==> config.mk <==
export PLATFORM = sky130hd
export DESIGN_NAME = mds_slice
export DESIGN_NICKNAME = d
export VERILOG_FILES = /design/src/verilog/mds_pkg.sv /design/src/verilog/mds_opreg.sv /design/src/verilog/mds_acc_half.sv /design/src/verilog/mds_slice.sv
export VERILOG_INCLUDE_DIRS = /design/src /design/src/verilog
export SDC_FILE = /design/constraint.sdc
export NUM_CORES = 1
export LEC_CHECK = 0
export ABC_AREA = 1
export BUFFER_PORTS_ARGS = -buffer_cell sky130_fd_sc_hd__buf_2
export CAP_MARGIN = 20
export CORE_ASPECT_RATIO = 0.5
export CORE_MARGIN = 5
export CORE_UTILIZATION = 60
export CTS_BUF_LIST = sky130_fd_sc_hd__clkbuf_4 sky130_fd_sc_hd__clkbuf_8 sky130_fd_sc_hd__clkbuf_16
export CTS_CLUSTER_SIZE = 12
export DETAILED_ROUTE_END_ITERATION = 8
export PLACE_DENSITY = 0.79
export SLEW_MARGIN = 0
export SYNTH_ARGS = -nofsm -noshare
export SYNTH_HDL_FRONTEND = slang
export SYNTH_SLANG_ARGS = --single-unit
==> constraint.sdc <==
create_clock -name clk_in -period 11.4 [get_ports clk_in]
set_clock_uncertainty 0.1 [all_clocks]
set_input_delay 1.71 -clock clk_in [delete_from_list [all_inputs] [get_ports clk_in]]
set_output_delay 1.71 -clock clk_in [all_outputs]
set_load 0.05 [all_outputs]
==> src/verilog/mds_params.svh <==
// Widths, reset values and slice-wide constants of the multiply-accumulate slice.
`ifndef MDS_PARAMS_SVH
`define MDS_PARAMS_SVH
`define MDS_OPW       16
`define MDS_BYTEW     8
`define MDS_ACCW      32
`define MDS_PARTW     18
`define MDS_OP_RST    16'h0000
`define MDS_PART_RST  18'h00000
`define MDS_PROD_RST  32'h0000_0000
`define MDS_HI_LSB    16
`endif

==> src/verilog/mds_pkg.sv <==
// Configuration types of the multiply-accumulate slice.
package mds_pkg;
  // Operand that meets the adder: the raw first/second operand or the product.
  typedef enum logic {MDS_OP_DIRECT, MDS_OP_PRODUCT} mds_op_src_t;
  // Other adder input: the accumulator itself or the third/fourth operand.
  typedef enum logic {MDS_ADD_ACC, MDS_ADD_OPERAND} mds_addend_t;
  // What the result output shows: the product or the adder/accumulator halves.
  typedef enum logic {MDS_OUT_PRODUCT, MDS_OUT_ADDER} mds_out_sel_t;
  // Where the lower adder takes its carry/borrow from.
  typedef enum logic [1:0] {MDS_CIN_NONE, MDS_CIN_FABRIC, MDS_CIN_CHAIN} mds_cin_src_t;
endpackage

==> src/verilog/mds_opreg.sv <==
// Bypassable operand register with hold and synchronous clear.
`timescale 1ns/1ps
module mds_opreg #(
  parameter int W          = 16,
  parameter bit REGISTERED = 1'b1
) (
  input  wire logic         clk_in,
  input  wire logic         nrst_in,
  input  wire logic         cycle_permit_in,
  input  wire logic         freeze_in,
  input  wire logic         clear_in,
  input  wire logic [W-1:0] d_in,
  output logic      [W-1:0] q_out
);
  logic [W-1:0] held;

  always_ff @(posedge clk_in or negedge nrst_in) begin
    if (!nrst_in) begin
      held <= '0;
    end else if (cycle_permit_in) begin
      if (clear_in) begin
        held <= '0;
      end else if (!freeze_in) begin
        held <= d_in;
      end
    end
  end

  assign q_out = REGISTERED ? held : d_in;
endmodule

==> src/verilog/mds_acc_half.sv <==
// One 16-bit adder/subtracter with its accumulator register.
`timescale 1ns/1ps
module mds_acc_half #(
  parameter int W          = 16,
  parameter bit FROM_ACC   = 1'b1,
  parameter bit REGISTERED = 1'b1
) (
  input  wire logic         clk_in,
  input  wire logic         nrst_in,
  input  wire logic         cycle_permit_in,
  input  wire logic         freeze_in,
  input  wire logic         clear_in,
  input  wire logic         preset_sel_in,
  input  wire logic         minus_sel_in,
  input  wire logic [W-1:0] addend_in,
  input  wire logic [W-1:0] operand_in,
  input  wire logic [W-1:0] preset_in,
  input  wire logic         carry_in,
  output logic      [W-1:0] result_out,
  output logic              carry_out,
  output logic              sign_out
);
  logic [W-1:0] acc;
  logic [W-1:0] lhs;
  logic [W-1:0] rhs;
  logic [W:0]   sum;
  logic [W-1:0] next_acc;

  assign lhs = FROM_ACC ? acc : addend_in;
  assign rhs = minus_sel_in ? ~operand_in : operand_in;
  // Borrow is the inverted carry, so a chain of subtracters stays consistent.
  assign sum = {1'b0, lhs} + {1'b0, rhs} + {{W{1'b0}}, carry_in ^ minus_sel_in};
  assign carry_out = sum[W] ^ minus_sel_in;
  assign sign_out = lhs[W-1] ^ rhs[W-1] ^ sum[W];
  assign next_acc = preset_sel_in ? preset_in : sum[W-1:0];

  always_ff @(posedge clk_in or negedge nrst_in) begin
    if (!nrst_in) begin
      acc <= '0;
    end else if (cycle_permit_in) begin
      if (clear_in) begin
        acc <= '0;
      end else if (!freeze_in) begin
        acc <= next_acc;
      end
    end
  end

  assign result_out = REGISTERED ? acc : next_acc;
endmodule

==> src/verilog/mds_slice.sv <==
// Multiply-accumulate slice: operand registers, multiplier and two accumulator halves.
//
// Overview of operation
// - One clock drives every register of the slice.
// - Clock enable high lets all registers advance; low freezes them all.
// - First and second operands are registered and feed multiplier or adder.
// - Third and fourth operands are registered and feed only the adder.
// - Each operand register has its own hold: low updates, high keeps.
// - Upper clear zeroes first and third operands and upper pipeline registers.
// - Lower clear zeroes second, fourth operands, lower pipeline and product registers.
// - Output is full 32-bit result, or two 16-bit halves in dual mode.
// - Each accumulator half has its own hold: low updates, high keeps.
// - Each accumulator half has its own clear, high clears that half.
// - Load select low accumulates adder result; high loads the third operand.
// - Each half has an add/subtract select: low adds, high subtracts.
// - Carry/borrow chains from the previous slice and on to the next.
// - Carry/borrow comes from the lower fabric tile and goes to the higher.
// - Sign extension passes from the previous slice to the next one.
// - Supports multiply, add/subtract, accumulate and MAC in both widths.
// - Unconnected operands read zero; unconnected controls take their inactive value, except clock enable, which defaults high.
// - Input, pipeline and output registers are each bypassable.
`timescale 1ns/1ps
`include "mds_params.svh"
module mds_slice import mds_pkg::*; #(
  parameter bit           DUAL_MUL      = 1'b0,
  parameter bit           SIGNED_ONE    = 1'b0,
  parameter bit           SIGNED_TWO    = 1'b0,
  parameter bit           ONE_REG       = 1'b1,
  parameter bit           TWO_REG       = 1'b1,
  parameter bit           HIGH_REG      = 1'b1,
  parameter bit           LOW_REG       = 1'b1,
  parameter bit           PIPE_REG      = 1'b1,
  parameter bit           PROD_REG      = 1'b1,
  parameter bit           ACC_REG       = 1'b1,
  parameter bit           WIDE_ADD      = 1'b1,
  parameter mds_op_src_t  UPPER_OP      = MDS_OP_PRODUCT,
  parameter mds_op_src_t  LOWER_OP      = MDS_OP_PRODUCT,
  parameter mds_addend_t  UPPER_ADDEND  = MDS_ADD_ACC,
  parameter mds_addend_t  LOWER_ADDEND  = MDS_ADD_ACC,
  parameter mds_out_sel_t UPPER_OUT     = MDS_OUT_ADDER,
  parameter mds_out_sel_t LOWER_OUT     = MDS_OUT_ADDER,
  parameter mds_cin_src_t CARRY_SRC     = MDS_CIN_NONE,
  parameter bit           SIGN_PASS     = 1'b0
) (
  input  wire logic                 clk_in,
  input  wire logic                 nrst_in,
  input       logic                 cycle_permit_in         = 1'b1,
  input       logic [`MDS_OPW-1:0]  operand_one_in          = `MDS_OP_RST,
  input       logic [`MDS_OPW-1:0]  operand_two_in          = `MDS_OP_RST,
  input       logic [`MDS_OPW-1:0]  addend_high_in          = `MDS_OP_RST,
  input       logic [`MDS_OPW-1:0]  addend_low_in           = `MDS_OP_RST,
  input       logic                 operand_one_freeze_in   = 1'b0,
  input       logic                 operand_two_freeze_in   = 1'b0,
  input       logic                 addend_high_freeze_in   = 1'b0,
  input       logic                 addend_low_freeze_in    = 1'b0,
  input       logic                 upper_input_clear_in    = 1'b0,
  input       logic                 lower_input_clear_in    = 1'b0,
  input       logic                 upper_acc_freeze_in     = 1'b0,
  input       logic                 upper_acc_clear_in      = 1'b0,
  input       logic                 upper_acc_preset_sel_in = 1'b0,
  input       logic                 upper_acc_minus_sel_in  = 1'b0,
  input       logic                 lower_acc_freeze_in     = 1'b0,
  input       logic                 lower_acc_clear_in      = 1'b0,
  input       logic                 lower_acc_preset_sel_in = 1'b0,
  input       logic                 lower_acc_minus_sel_in  = 1'b0,
  input       logic                 chain_carry_in          = 1'b0,
  input       logic                 fabric_carry_in         = 1'b0,
  input       logic                 sign_chain_in           = 1'b0,
  output logic [`MDS_ACCW-1:0]      result_out,
  output logic                      chain_carry_out,
  output logic                      fabric_carry_out,
  output logic                      sign_chain_out
);
  localparam int OW = `MDS_OPW;
  localparam int BW = `MDS_BYTEW;
  localparam int PW = `MDS_PARTW;
  localparam int RW = `MDS_ACCW;

  logic [OW-1:0] one_q;
  logic [OW-1:0] two_q;
  logic [OW-1:0] high_q;
  logic [OW-1:0] low_q;

  // Operand registers: first and third answer to the upper clear,
  // second and fourth to the lower clear.
  mds_opreg #(.W(OW), .REGISTERED(ONE_REG)) u_one (
    .clk_in          (clk_in),
    .nrst_in         (nrst_in),
    .cycle_permit_in (cycle_permit_in),
    .freeze_in       (operand_one_freeze_in),
    .clear_in        (upper_input_clear_in),
    .d_in            (operand_one_in),
    .q_out           (one_q)
  );

  mds_opreg #(.W(OW), .REGISTERED(TWO_REG)) u_two (
    .clk_in          (clk_in),
    .nrst_in         (nrst_in),
    .cycle_permit_in (cycle_permit_in),
    .freeze_in       (operand_two_freeze_in),
    .clear_in        (lower_input_clear_in),
    .d_in            (operand_two_in),
    .q_out           (two_q)
  );

  mds_opreg #(.W(OW), .REGISTERED(HIGH_REG)) u_high (
    .clk_in          (clk_in),
    .nrst_in         (nrst_in),
    .cycle_permit_in (cycle_permit_in),
    .freeze_in       (addend_high_freeze_in),
    .clear_in        (upper_input_clear_in),
    .d_in            (addend_high_in),
    .q_out           (high_q)
  );

  mds_opreg #(.W(OW), .REGISTERED(LOW_REG)) u_low (
    .clk_in          (clk_in),
    .nrst_in         (nrst_in),
    .cycle_permit_in (cycle_permit_in),
    .freeze_in       (addend_low_freeze_in),
    .clear_in        (lower_input_clear_in),
    .d_in            (addend_low_in),
    .q_out           (low_q)
  );

  // Byte-wise partial products. Each byte is widened by one extension bit;
  // in a 16x16 product only the high bytes carry a sign, in dual mode all do.
  function automatic logic [PW-1:0] mul9(input logic [BW:0] a, input logic [BW:0] b);
    logic signed [PW-1:0] p;
    p = $signed(a) * $signed(b);
    return p;
  endfunction

  logic          one_hi_ext;
  logic          one_lo_ext;
  logic          two_hi_ext;
  logic          two_lo_ext;
  logic [PW-1:0] part_hh;
  logic [PW-1:0] part_hl;
  logic [PW-1:0] part_lh;
  logic [PW-1:0] part_ll;

  assign one_hi_ext = SIGNED_ONE & one_q[OW-1];
  assign two_hi_ext = SIGNED_TWO & two_q[OW-1];
  assign one_lo_ext = DUAL_MUL & SIGNED_ONE & one_q[BW-1];
  assign two_lo_ext = DUAL_MUL & SIGNED_TWO & two_q[BW-1];

  assign part_hh = mul9({one_hi_ext, one_q[OW-1:BW]}, {two_hi_ext, two_q[OW-1:BW]});
  assign part_hl = mul9({one_hi_ext, one_q[OW-1:BW]}, {two_lo_ext, two_q[BW-1:0]});
  assign part_lh = mul9({one_lo_ext, one_q[BW-1:0]}, {two_hi_ext, two_q[OW-1:BW]});
  assign part_ll = mul9({one_lo_ext, one_q[BW-1:0]}, {two_lo_ext, two_q[BW-1:0]});

  // Intermediate pipeline between the partial products and the final sum.
  logic [PW-1:0] pipe_hh;
  logic [PW-1:0] pipe_hl;
  logic [PW-1:0] pipe_lh;
  logic [PW-1:0] pipe_ll;

  always_ff @(posedge clk_in or negedge nrst_in) begin
    if (!nrst_in) begin
      pipe_hh <= `MDS_PART_RST;
      pipe_hl <= `MDS_PART_RST;
    end else if (cycle_permit_in) begin
      if (upper_input_clear_in) begin
        pipe_hh <= `MDS_PART_RST;
        pipe_hl <= `MDS_PART_RST;
      end else begin
        pipe_hh <= part_hh;
        pipe_hl <= part_hl;
      end
    end
  end

  always_ff @(posedge clk_in or negedge nrst_in) begin
    if (!nrst_in) begin
      pipe_lh <= `MDS_PART_RST;
      pipe_ll <= `MDS_PART_RST;
    end else if (cycle_permit_in) begin
      if (lower_input_clear_in) begin
        pipe_lh <= `MDS_PART_RST;
        pipe_ll <= `MDS_PART_RST;
      end else begin
        pipe_lh <= part_lh;
        pipe_ll <= part_ll;
      end
    end
  end

  logic [PW-1:0] use_hh;
  logic [PW-1:0] use_hl;
  logic [PW-1:0] use_lh;
  logic [PW-1:0] use_ll;

  assign use_hh = PIPE_REG ? pipe_hh : part_hh;
  assign use_hl = PIPE_REG ? pipe_hl : part_hl;
  assign use_lh = PIPE_REG ? pipe_lh : part_lh;
  assign use_ll = PIPE_REG ? pipe_ll : part_ll;

  // Final product: one 32-bit sum, or two independent 16-bit products.
  logic [RW-1:0] prod_wide;
  logic [RW-1:0] prod_now;
  logic [RW-1:0] prod_reg;
  logic [RW-1:0] product;

  assign prod_wide = {use_hh[OW-1:0], 16'h0000}
                   + {{6{use_hl[PW-1]}}, use_hl, 8'h00}
                   + {{6{use_lh[PW-1]}}, use_lh, 8'h00}
                   + {{14{use_ll[PW-1]}}, use_ll};
  assign prod_now = DUAL_MUL ? {use_hh[OW-1:0], use_ll[OW-1:0]} : prod_wide;

  always_ff @(posedge clk_in or negedge nrst_in) begin
    if (!nrst_in) begin
      prod_reg <= `MDS_PROD_RST;
    end else if (cycle_permit_in) begin
      if (lower_input_clear_in) begin
        prod_reg <= `MDS_PROD_RST;
      end else begin
        prod_reg <= prod_now;
      end
    end
  end

  assign product = PROD_REG ? prod_reg : prod_now;

  // Adder inputs for both halves.
  logic [OW-1:0] upper_operand;
  logic [OW-1:0] lower_operand;
  logic          lower_cin;
  logic          upper_cin;
  logic          lower_cout;
  logic          upper_cout;
  logic          upper_sign;
  logic          lower_sign;
  logic [OW-1:0] upper_res;
  logic [OW-1:0] lower_res;

  always_comb begin
    unique case (UPPER_OP)
      MDS_OP_PRODUCT: upper_operand = product[RW-1:`MDS_HI_LSB];
      MDS_OP_DIRECT:  upper_operand = one_q;
    endcase
  end

  always_comb begin
    unique case (LOWER_OP)
      MDS_OP_PRODUCT: lower_operand = product[OW-1:0];
      MDS_OP_DIRECT:  lower_operand = two_q;
    endcase
  end

  always_comb begin
    unique case (CARRY_SRC)
      MDS_CIN_FABRIC: lower_cin = fabric_carry_in;
      MDS_CIN_CHAIN:  lower_cin = chain_carry_in;
      default:        lower_cin = 1'b0;
    endcase
  end

  // A 32-bit add carries from the lower half into the upper one.
  assign upper_cin = WIDE_ADD ? lower_cout : 1'b0;

  mds_acc_half #(
    .W          (OW),
    .FROM_ACC   (UPPER_ADDEND == MDS_ADD_ACC),
    .REGISTERED (ACC_REG)
  ) u_upper (
    .clk_in          (clk_in),
    .nrst_in         (nrst_in),
    .cycle_permit_in (cycle_permit_in),
    .freeze_in       (upper_acc_freeze_in),
    .clear_in        (upper_acc_clear_in),
    .preset_sel_in   (upper_acc_preset_sel_in),
    .minus_sel_in    (upper_acc_minus_sel_in),
    .addend_in       (high_q),
    .operand_in      (upper_operand),
    .preset_in       (high_q),
    .carry_in        (upper_cin),
    .result_out      (upper_res),
    .carry_out       (upper_cout),
    .sign_out        (upper_sign)
  );

  mds_acc_half #(
    .W          (OW),
    .FROM_ACC   (LOWER_ADDEND == MDS_ADD_ACC),
    .REGISTERED (ACC_REG)
  ) u_lower (
    .clk_in          (clk_in),
    .nrst_in         (nrst_in),
    .cycle_permit_in (cycle_permit_in),
    .freeze_in       (lower_acc_freeze_in),
    .clear_in        (lower_acc_clear_in),
    .preset_sel_in   (lower_acc_preset_sel_in),
    .minus_sel_in    (lower_acc_minus_sel_in),
    .addend_in       (low_q),
    .operand_in      (lower_operand),
    .preset_in       (high_q),
    .carry_in        (lower_cin),
    .result_out      (lower_res),
    .carry_out       (lower_cout),
    .sign_out        (lower_sign)
  );

  // Result output: each half shows either the product or its adder side.
  // Both halves meet in one assignment so the output has a single driver.
  logic [OW-1:0] result_hi;
  logic [OW-1:0] result_lo;

  always_comb begin
    unique case (UPPER_OUT)
      MDS_OUT_PRODUCT: result_hi = product[RW-1:`MDS_HI_LSB];
      MDS_OUT_ADDER:   result_hi = upper_res;
    endcase
  end

  always_comb begin
    unique case (LOWER_OUT)
      MDS_OUT_PRODUCT: result_lo = product[OW-1:0];
      MDS_OUT_ADDER:   result_lo = lower_res;
    endcase
  end

  assign result_out = {result_hi, result_lo};

  // The chain leaves from the top of the whole adder; the fabric tile takes the top carry
  // in a 32-bit add and the lower half's carry otherwise, so a narrow fabric add can extend a 16-bit one.
  assign chain_carry_out = upper_cout;
  assign fabric_carry_out = WIDE_ADD ? upper_cout : lower_cout;
  always_comb begin
    if (SIGN_PASS) begin
      sign_chain_out = sign_chain_in;
    end else if (WIDE_ADD) begin
      sign_chain_out = upper_sign;
    end else begin
      sign_chain_out = lower_sign;
    end
  end
endmodule

======== Word-level counts from Yosys, hierarchy flattened ========
Index checks and enable logic that the tools add are counted.
cells by class
  add/sub/neg operators ................... 7
  multipliers ............................. 4
  equal/unequal tests ..................... 5
  mux-type cells .......................... 19
  bitwise gates (word level) .............. 7
  reduce and logical (&&, ||, !) cells .... 5
operators by type and width
  operator                                                                 count
  16-bit 2-to-1 mux                                                        18
  32-bit adder                                                             3
  8-bit by 8-bit multiplier with 16-bit output                             4
  16-bit by 16-bit adder with 17-bit output                                2
  17-bit by 1-bit adder with 17-bit output                                 2
  32-bit 2-to-1 mux                                                        1
  16-bit NOT                                                               2
  2-bit by 1-bit inequality test with 1-bit output, second input constant  5
  2-bit AND reduction                                                      5
  1-bit XOR                                                                5
word-level totals
  bits in registers ....................... 182
  input bits .............................. 84
  output and inout port bits .............. 35
  logic and storage cells ................. 57

======== Depth between registers and ports, before layout ========
  word-level depth ........................ 10
  depth in mapped cells ................... 26
  mapped depth without buffers ............ 26

======== Hierarchy ========
Synthesis repeated with hierarchy kept, for this count alone.
unflattened totals
  cells, all modules ...................... 2877
  area, all modules ....................... 20597.3 um^2
modules (own cells, without submodules)
  module                  instances  cells each  area each (um^2)  sequential area each (um^2)
  mds_slice               1          1953        14010.9           2402.3
  mds_opreg               4          73          685.7             400.4
  mds_acc_half (u_upper)  1          316         1925.6            400.4
  mds_acc_half (u_lower)  1          316         1918.1            400.4

======== Worst setup path before layout ========
No wires, ideal clock.
  path kind ............................... input-to-output
  start ................................... in lower_acc_minus_sel_in
  end ..................................... out fabric_carry_out
  data arrival time ....................... 5.784 ns
  required time ........................... 9.590 ns
  path slack .............................. 3.806 ns
  cell stages on the path ................. 22
  path buffers ............................ 3
  cell sequence ........................... buf_4 > buf_2 > xor2_1 > ha_1 > a21oi_1 > o21ai_0 > nand2_1 > nand3_1 > nand2_1 > nand4_1 > nand2_1 > inv_1 > fa_1 > fa_1 > nand3_1 > nand2_1 > nand2_1 > nand2_1 > nand3_1 > nand2_1 > xor2_1 > buf_4
on the way
  longest elaborated chain between the ends .. 7
ends and longest elaborated chain
  what                                        RTL line            text
  start: declaration                          mds_slice.sv:65     input logic lower_acc_minus_sel_in = 1'b0,
  16-bit 2-to-1 mux                           mds_acc_half.sv:30  assign rhs = minus_sel_in ? ~operand_in : operand_in;
  16-bit by 16-bit adder with 17-bit output   mds_acc_half.sv:32  assign sum = {1'b0, lhs} + {1'b0, rhs} + {{W{1'b0}}, carry_in ^ minus_sel_in};
  17-bit by 1-bit adder with 17-bit output    mds_acc_half.sv:32
  1-bit XOR *                                 mds_acc_half.sv:33  assign carry_out = sum[W] ^ minus_sel_in;
  1-bit XOR *                                 mds_acc_half.sv:32
  17-bit by 1-bit adder with 17-bit output *  mds_acc_half.sv:32
  1-bit XOR *                                 mds_acc_half.sv:33
  end: declaration                            mds_slice.sv:71     output logic fabric_carry_out,
Every way passes the cells marked *; elsewhere a longest branch is shown, timed or not.

======== Worst setup path in the final report ========
Same ends and word-level chain as after synthesis.

==> run_results.csv <==
group,metric,value,unit
floorplanning,num_rows,46,
synthesis,synth_cells,2701,
synthesis,synth-simple-area-share,22.99,%
worst_setup_path,max_stage_delay,0.48,ns
worst_setup_path,cp_max_fo,17,
route,vias_per_cell,5.347,
final_layout,largest_reg_flops,32,
worst_setup_path,r2r_cells,18,
route,drt-pass1-iter-count,6,
place,pre_cts_slack,3.965,ns
synthesis,ys_types,41,
sta,finalSetupTns,0,ns
synthesis,synth_edf_count,0,
floorplanning,pin_count,119,
route,ant_nets,0,
floorplanning,start_util,61.02,%
place,dp_cells,3130,
floorplanning,die_h,137.1,um
run_status,status,"complete, no violations",
power_and_ir_drop,p_leak,12.89,nW
clocking,cts_tree,"built",
sta,period_share,65.44,%
route,wl_per_cell,15.73,um
final_layout,diodes,0,
final_layout,area_growth,6.680,%
global_routing,grt_antenna_before_repair,0,
worst_setup_path,required,9.59,ns
final_layout,final_cells,3163,
worst_setup_path,crit_chain,"buf_2 > inv_1 > a21oi_1 > fa_1 > inv_1 > o21ai_1 > nand3_1 > nand3_1 > nand2_1 > nand3_1 > nand2_1 > nand2_1 > inv_1 > fa_1 > fa_1 > nand3_1 > nand2_1 > nand2_1 > nand2_1 > nand3_1 > nand2_1 > xor2_1 > buf_2",
sta,worst_pin_slew,0.9230,ns
global_routing,gr-usage-all-layers,28.36,%
route,vias,16914,
synthesis,synth-compound-area-share,9.326,%
synthesis,synth_adder_area_share,29.20,%
synthesis,seq_area_frac_synth,22.72,%
min_path,hold_depth,2,
synthesis,synth-xor-area-share,1.852,%
min_path,min_path_type,"register to register",
sta,postLayoutSetupSlackWorst,3.940,ns
sta,hold_viol_final,0,
sta,period_needed,7.460,ns
worst_setup_path,rr_endpoint,"pipe_hh[14]",
clocking,insertion_delay,0.47,ns
synthesis,syn_avg_cell_area,7.177,sq um
power_and_ir_drop,p_per_area,109.8,nW/um^2
sta,max_slew_margin,38.46,%
synthesis,ys_ff_latch,176,
sta,rsz0062_at_grt,"no",
worst_setup_path,path_delay_family,"simple AND/OR/NAND/NOR gates",
synthesis,synth-warning-count,0,
final_layout,finalNetCount,3156,
synthesis,async_reset_ff_share,100.0,%
floorplanning,die-area,36220,sq um
route,drt_wl_total,49760,um
clocking,clk_pin_slew,0.07,ns
place,port_buffers,98,
worst_setup_path,cpMostUsedCell,"nand2_1",
sta,finalSetupViolCount,0,
route,drtIter0Drc,1355,
place,dp_hpwl,38160,um
flow_run,drv_cap,0,
final_layout,fillers,2791,
worst_setup_path,r2r_slack,6.34,ns
clocking,htree_levels,4,
worst_setup_path,worst-path-buf-inv,5,
min_path,hp-start,"prod_reg[29]",
clocking,cts-resized-gates,0,
route,drc,0,
global_routing,grt_start_max_net_pins,78,
global_routing,grt_pass1_vias,16570,
global_routing,grt-ovfl-total,0,
clocking,cts-buffers-inserted,17,
worst_setup_path,critPathKind,"primary input to primary output",
clocking,clock_sinks,176,
synthesis,netlist_area,19390,sq um
worst_setup_path,crit_path_start_kind,"primary input",
place,finalWeightedCongestion,0.9616,
synthesis,synth_top_family_by_area,"adder cells",
synthesis,muxShareOfSynthArea,0,%
synthesis,yosysTopAreaCell,"dfrtp_1",
clocking,post_cts_buffers,0,
power_and_ir_drop,irDropWorstVdd,0.09043,mV
floorplanning,core-area,31770,sq um
clocking,clk_root_buffer_cell,"clkbuf_16",
sta,final_max_slew_viol_count,0,
clocking,cts-hold-fix-buffers,0,
worst_setup_path,setup.worst_path.end_class,"primary output",
final_layout,drive_gt1_share,6.042,%
synthesis,synthesis.nets,3139,
worst_setup_path,crit_arrival,5.65,ns
sta,max_clock_freq,134.1,MHz
global_routing,grt_pass1_wl,82220,um
worst_setup_path,worst_r2r_startpoint,"u_one.q_out[8]",
worst_setup_path,cp_slowest_cell,"fa_1",
synthesis,synth_flop_cell,"dfrtp_1",
synthesis,synth_top_cell_area_share,22.72,%
clocking,cts.path.max_buffers,2,
synthesis,synth.area.top_cells,"dfrtp_1 (23%), fa_1 (17%), nand2_1 (15%), ha_1 (12%), inv_1 (11%)",
min_path,hold_end,"prod_reg[29]",
floorplanning,die-width,264.2,um
## how the worst max path moves through the flow
stage                                      start          endpoint  slack, ns  depth (start not counted)
after detailed placement  lower_acc_minus_sel_in   chain_carry_out       3.96                         23
final                     lower_acc_minus_sel_in  fabric_carry_out       3.94                         23
after CTS                 lower_acc_minus_sel_in  fabric_carry_out       3.96                         23
after global routing      lower_acc_minus_sel_in  fabric_carry_out       3.61                         23
after global placement    lower_acc_minus_sel_in   chain_carry_out       4.05                         23
after floorplan           lower_acc_minus_sel_in  fabric_carry_out       3.81                         22
## through the flow
stage	instance area [sq um]	util, %	total power, mW	hold slack [ns]
2_1_floorplan	19390	-	1.405	0.3555
3_3_place_gp	20050	63.10	1.617	0.3859
3_5_place_dp	20050	63.10	1.639	0.3910
4_1_cts	20670	65.05	2.273	0.4088
5_1_grt	20680	65.10	2.429	0.4228
6_report	20680	65.10	2.271	0.4094
## cell families (layout without fill, tap and decap cells)
family                   Yosys count  in the layout
flip-flops                       176            176
buffers and inverters            708            738
AND/OR/NAND/NOR                 1103           1103
adder cells (fa/ha/maj)          354            354
AO/OA/AOI/OAI                    319            319
XOR/XNOR                          41             41
## tightest hold or removal path, stage by stage, from the launching register on
cell and delay (ns):
dfrtp_1 0.36, nand2_1 0.06, nand2_1 0.06
## power breakdown
part	switching (mW)	internal (mW)
Clock	0.306	0.318
Combinational	0.559	0.278
Sequential	0.121	0.690
Total	0.985	1.29
## synthesized netlist by cell type, types with 2 or more instances
cell	instances
a21o_1	6
a21oi_1	112
a21oi_2	9
a22o_1	15
a32o_1	5
and2_1	3
buf_1	10
buf_2	15
buf_4	2
clkbuf_1	81
clkinv_1	2
dfrtp_1	176
fa_1	164
ha_1	190
inv_1	590
inv_2	5
nand2_1	797
nand3_1	161
nand3b_1	5
nand4_1	12
nor2_1	101
nor3_1	16
o211ai_1	5
o21a_1	6
o21ai_0	135
o21ai_1	6
o21bai_1	9
o22ai_1	6
o31ai_1	2
or2_2	5
xnor2_1	5
xor2_1	36
## layer usage
metal,vias up,GRT usage [%],wire length [um]
li1,8271,-,-
met1,7931,38.53,22160
met2,619,45.94,22110
met3,93,6.071,3998
met4,0,9.417,1494
met5,-,0,0
## layout make-up
type	instances	area, sq um	share of cell area (%)
multi-input cells	1817	12290	59.43
flip-flops and latches	176	4404	21.30
well taps	432	540.5	2.614
clock inverters	15	192.7	0.9317
inverters	598	2248	10.87
clock buffers	17	425.4	2.057
repair buffers	108	579.3	2.801
## cell usage in the layout (no fill, tap or decap), types with 2 or more instances in the layout
cell       instances
o21ai_0          135
buf_4              9
inv_2              4
a32o_1             5
o22ai_1            6
dfrtp_1          176
inv_6              2
clkinv_2           3
a21o_1             6
fa_1             164
buf_2             97
nand2_1          797
clkbuf_16         17
or2_2              5
clkinv_1           2
o21bai_1           9
o21ai_1            6
nand3_1          161
xnor2_1            5
a21oi_1          111
inv_1            590
and2_1             3
xor2_1            36
a21oi_2           10
nor3_1            16
clkinv_8           4
nor2_1           100
nand3b_1           5
nand4_1           12
o31ai_1            2
inv_8              4
a22o_1            15
o21a_1             6
ha_1             190
o211ai_1           5
Power figures use the tool's default switching activity.
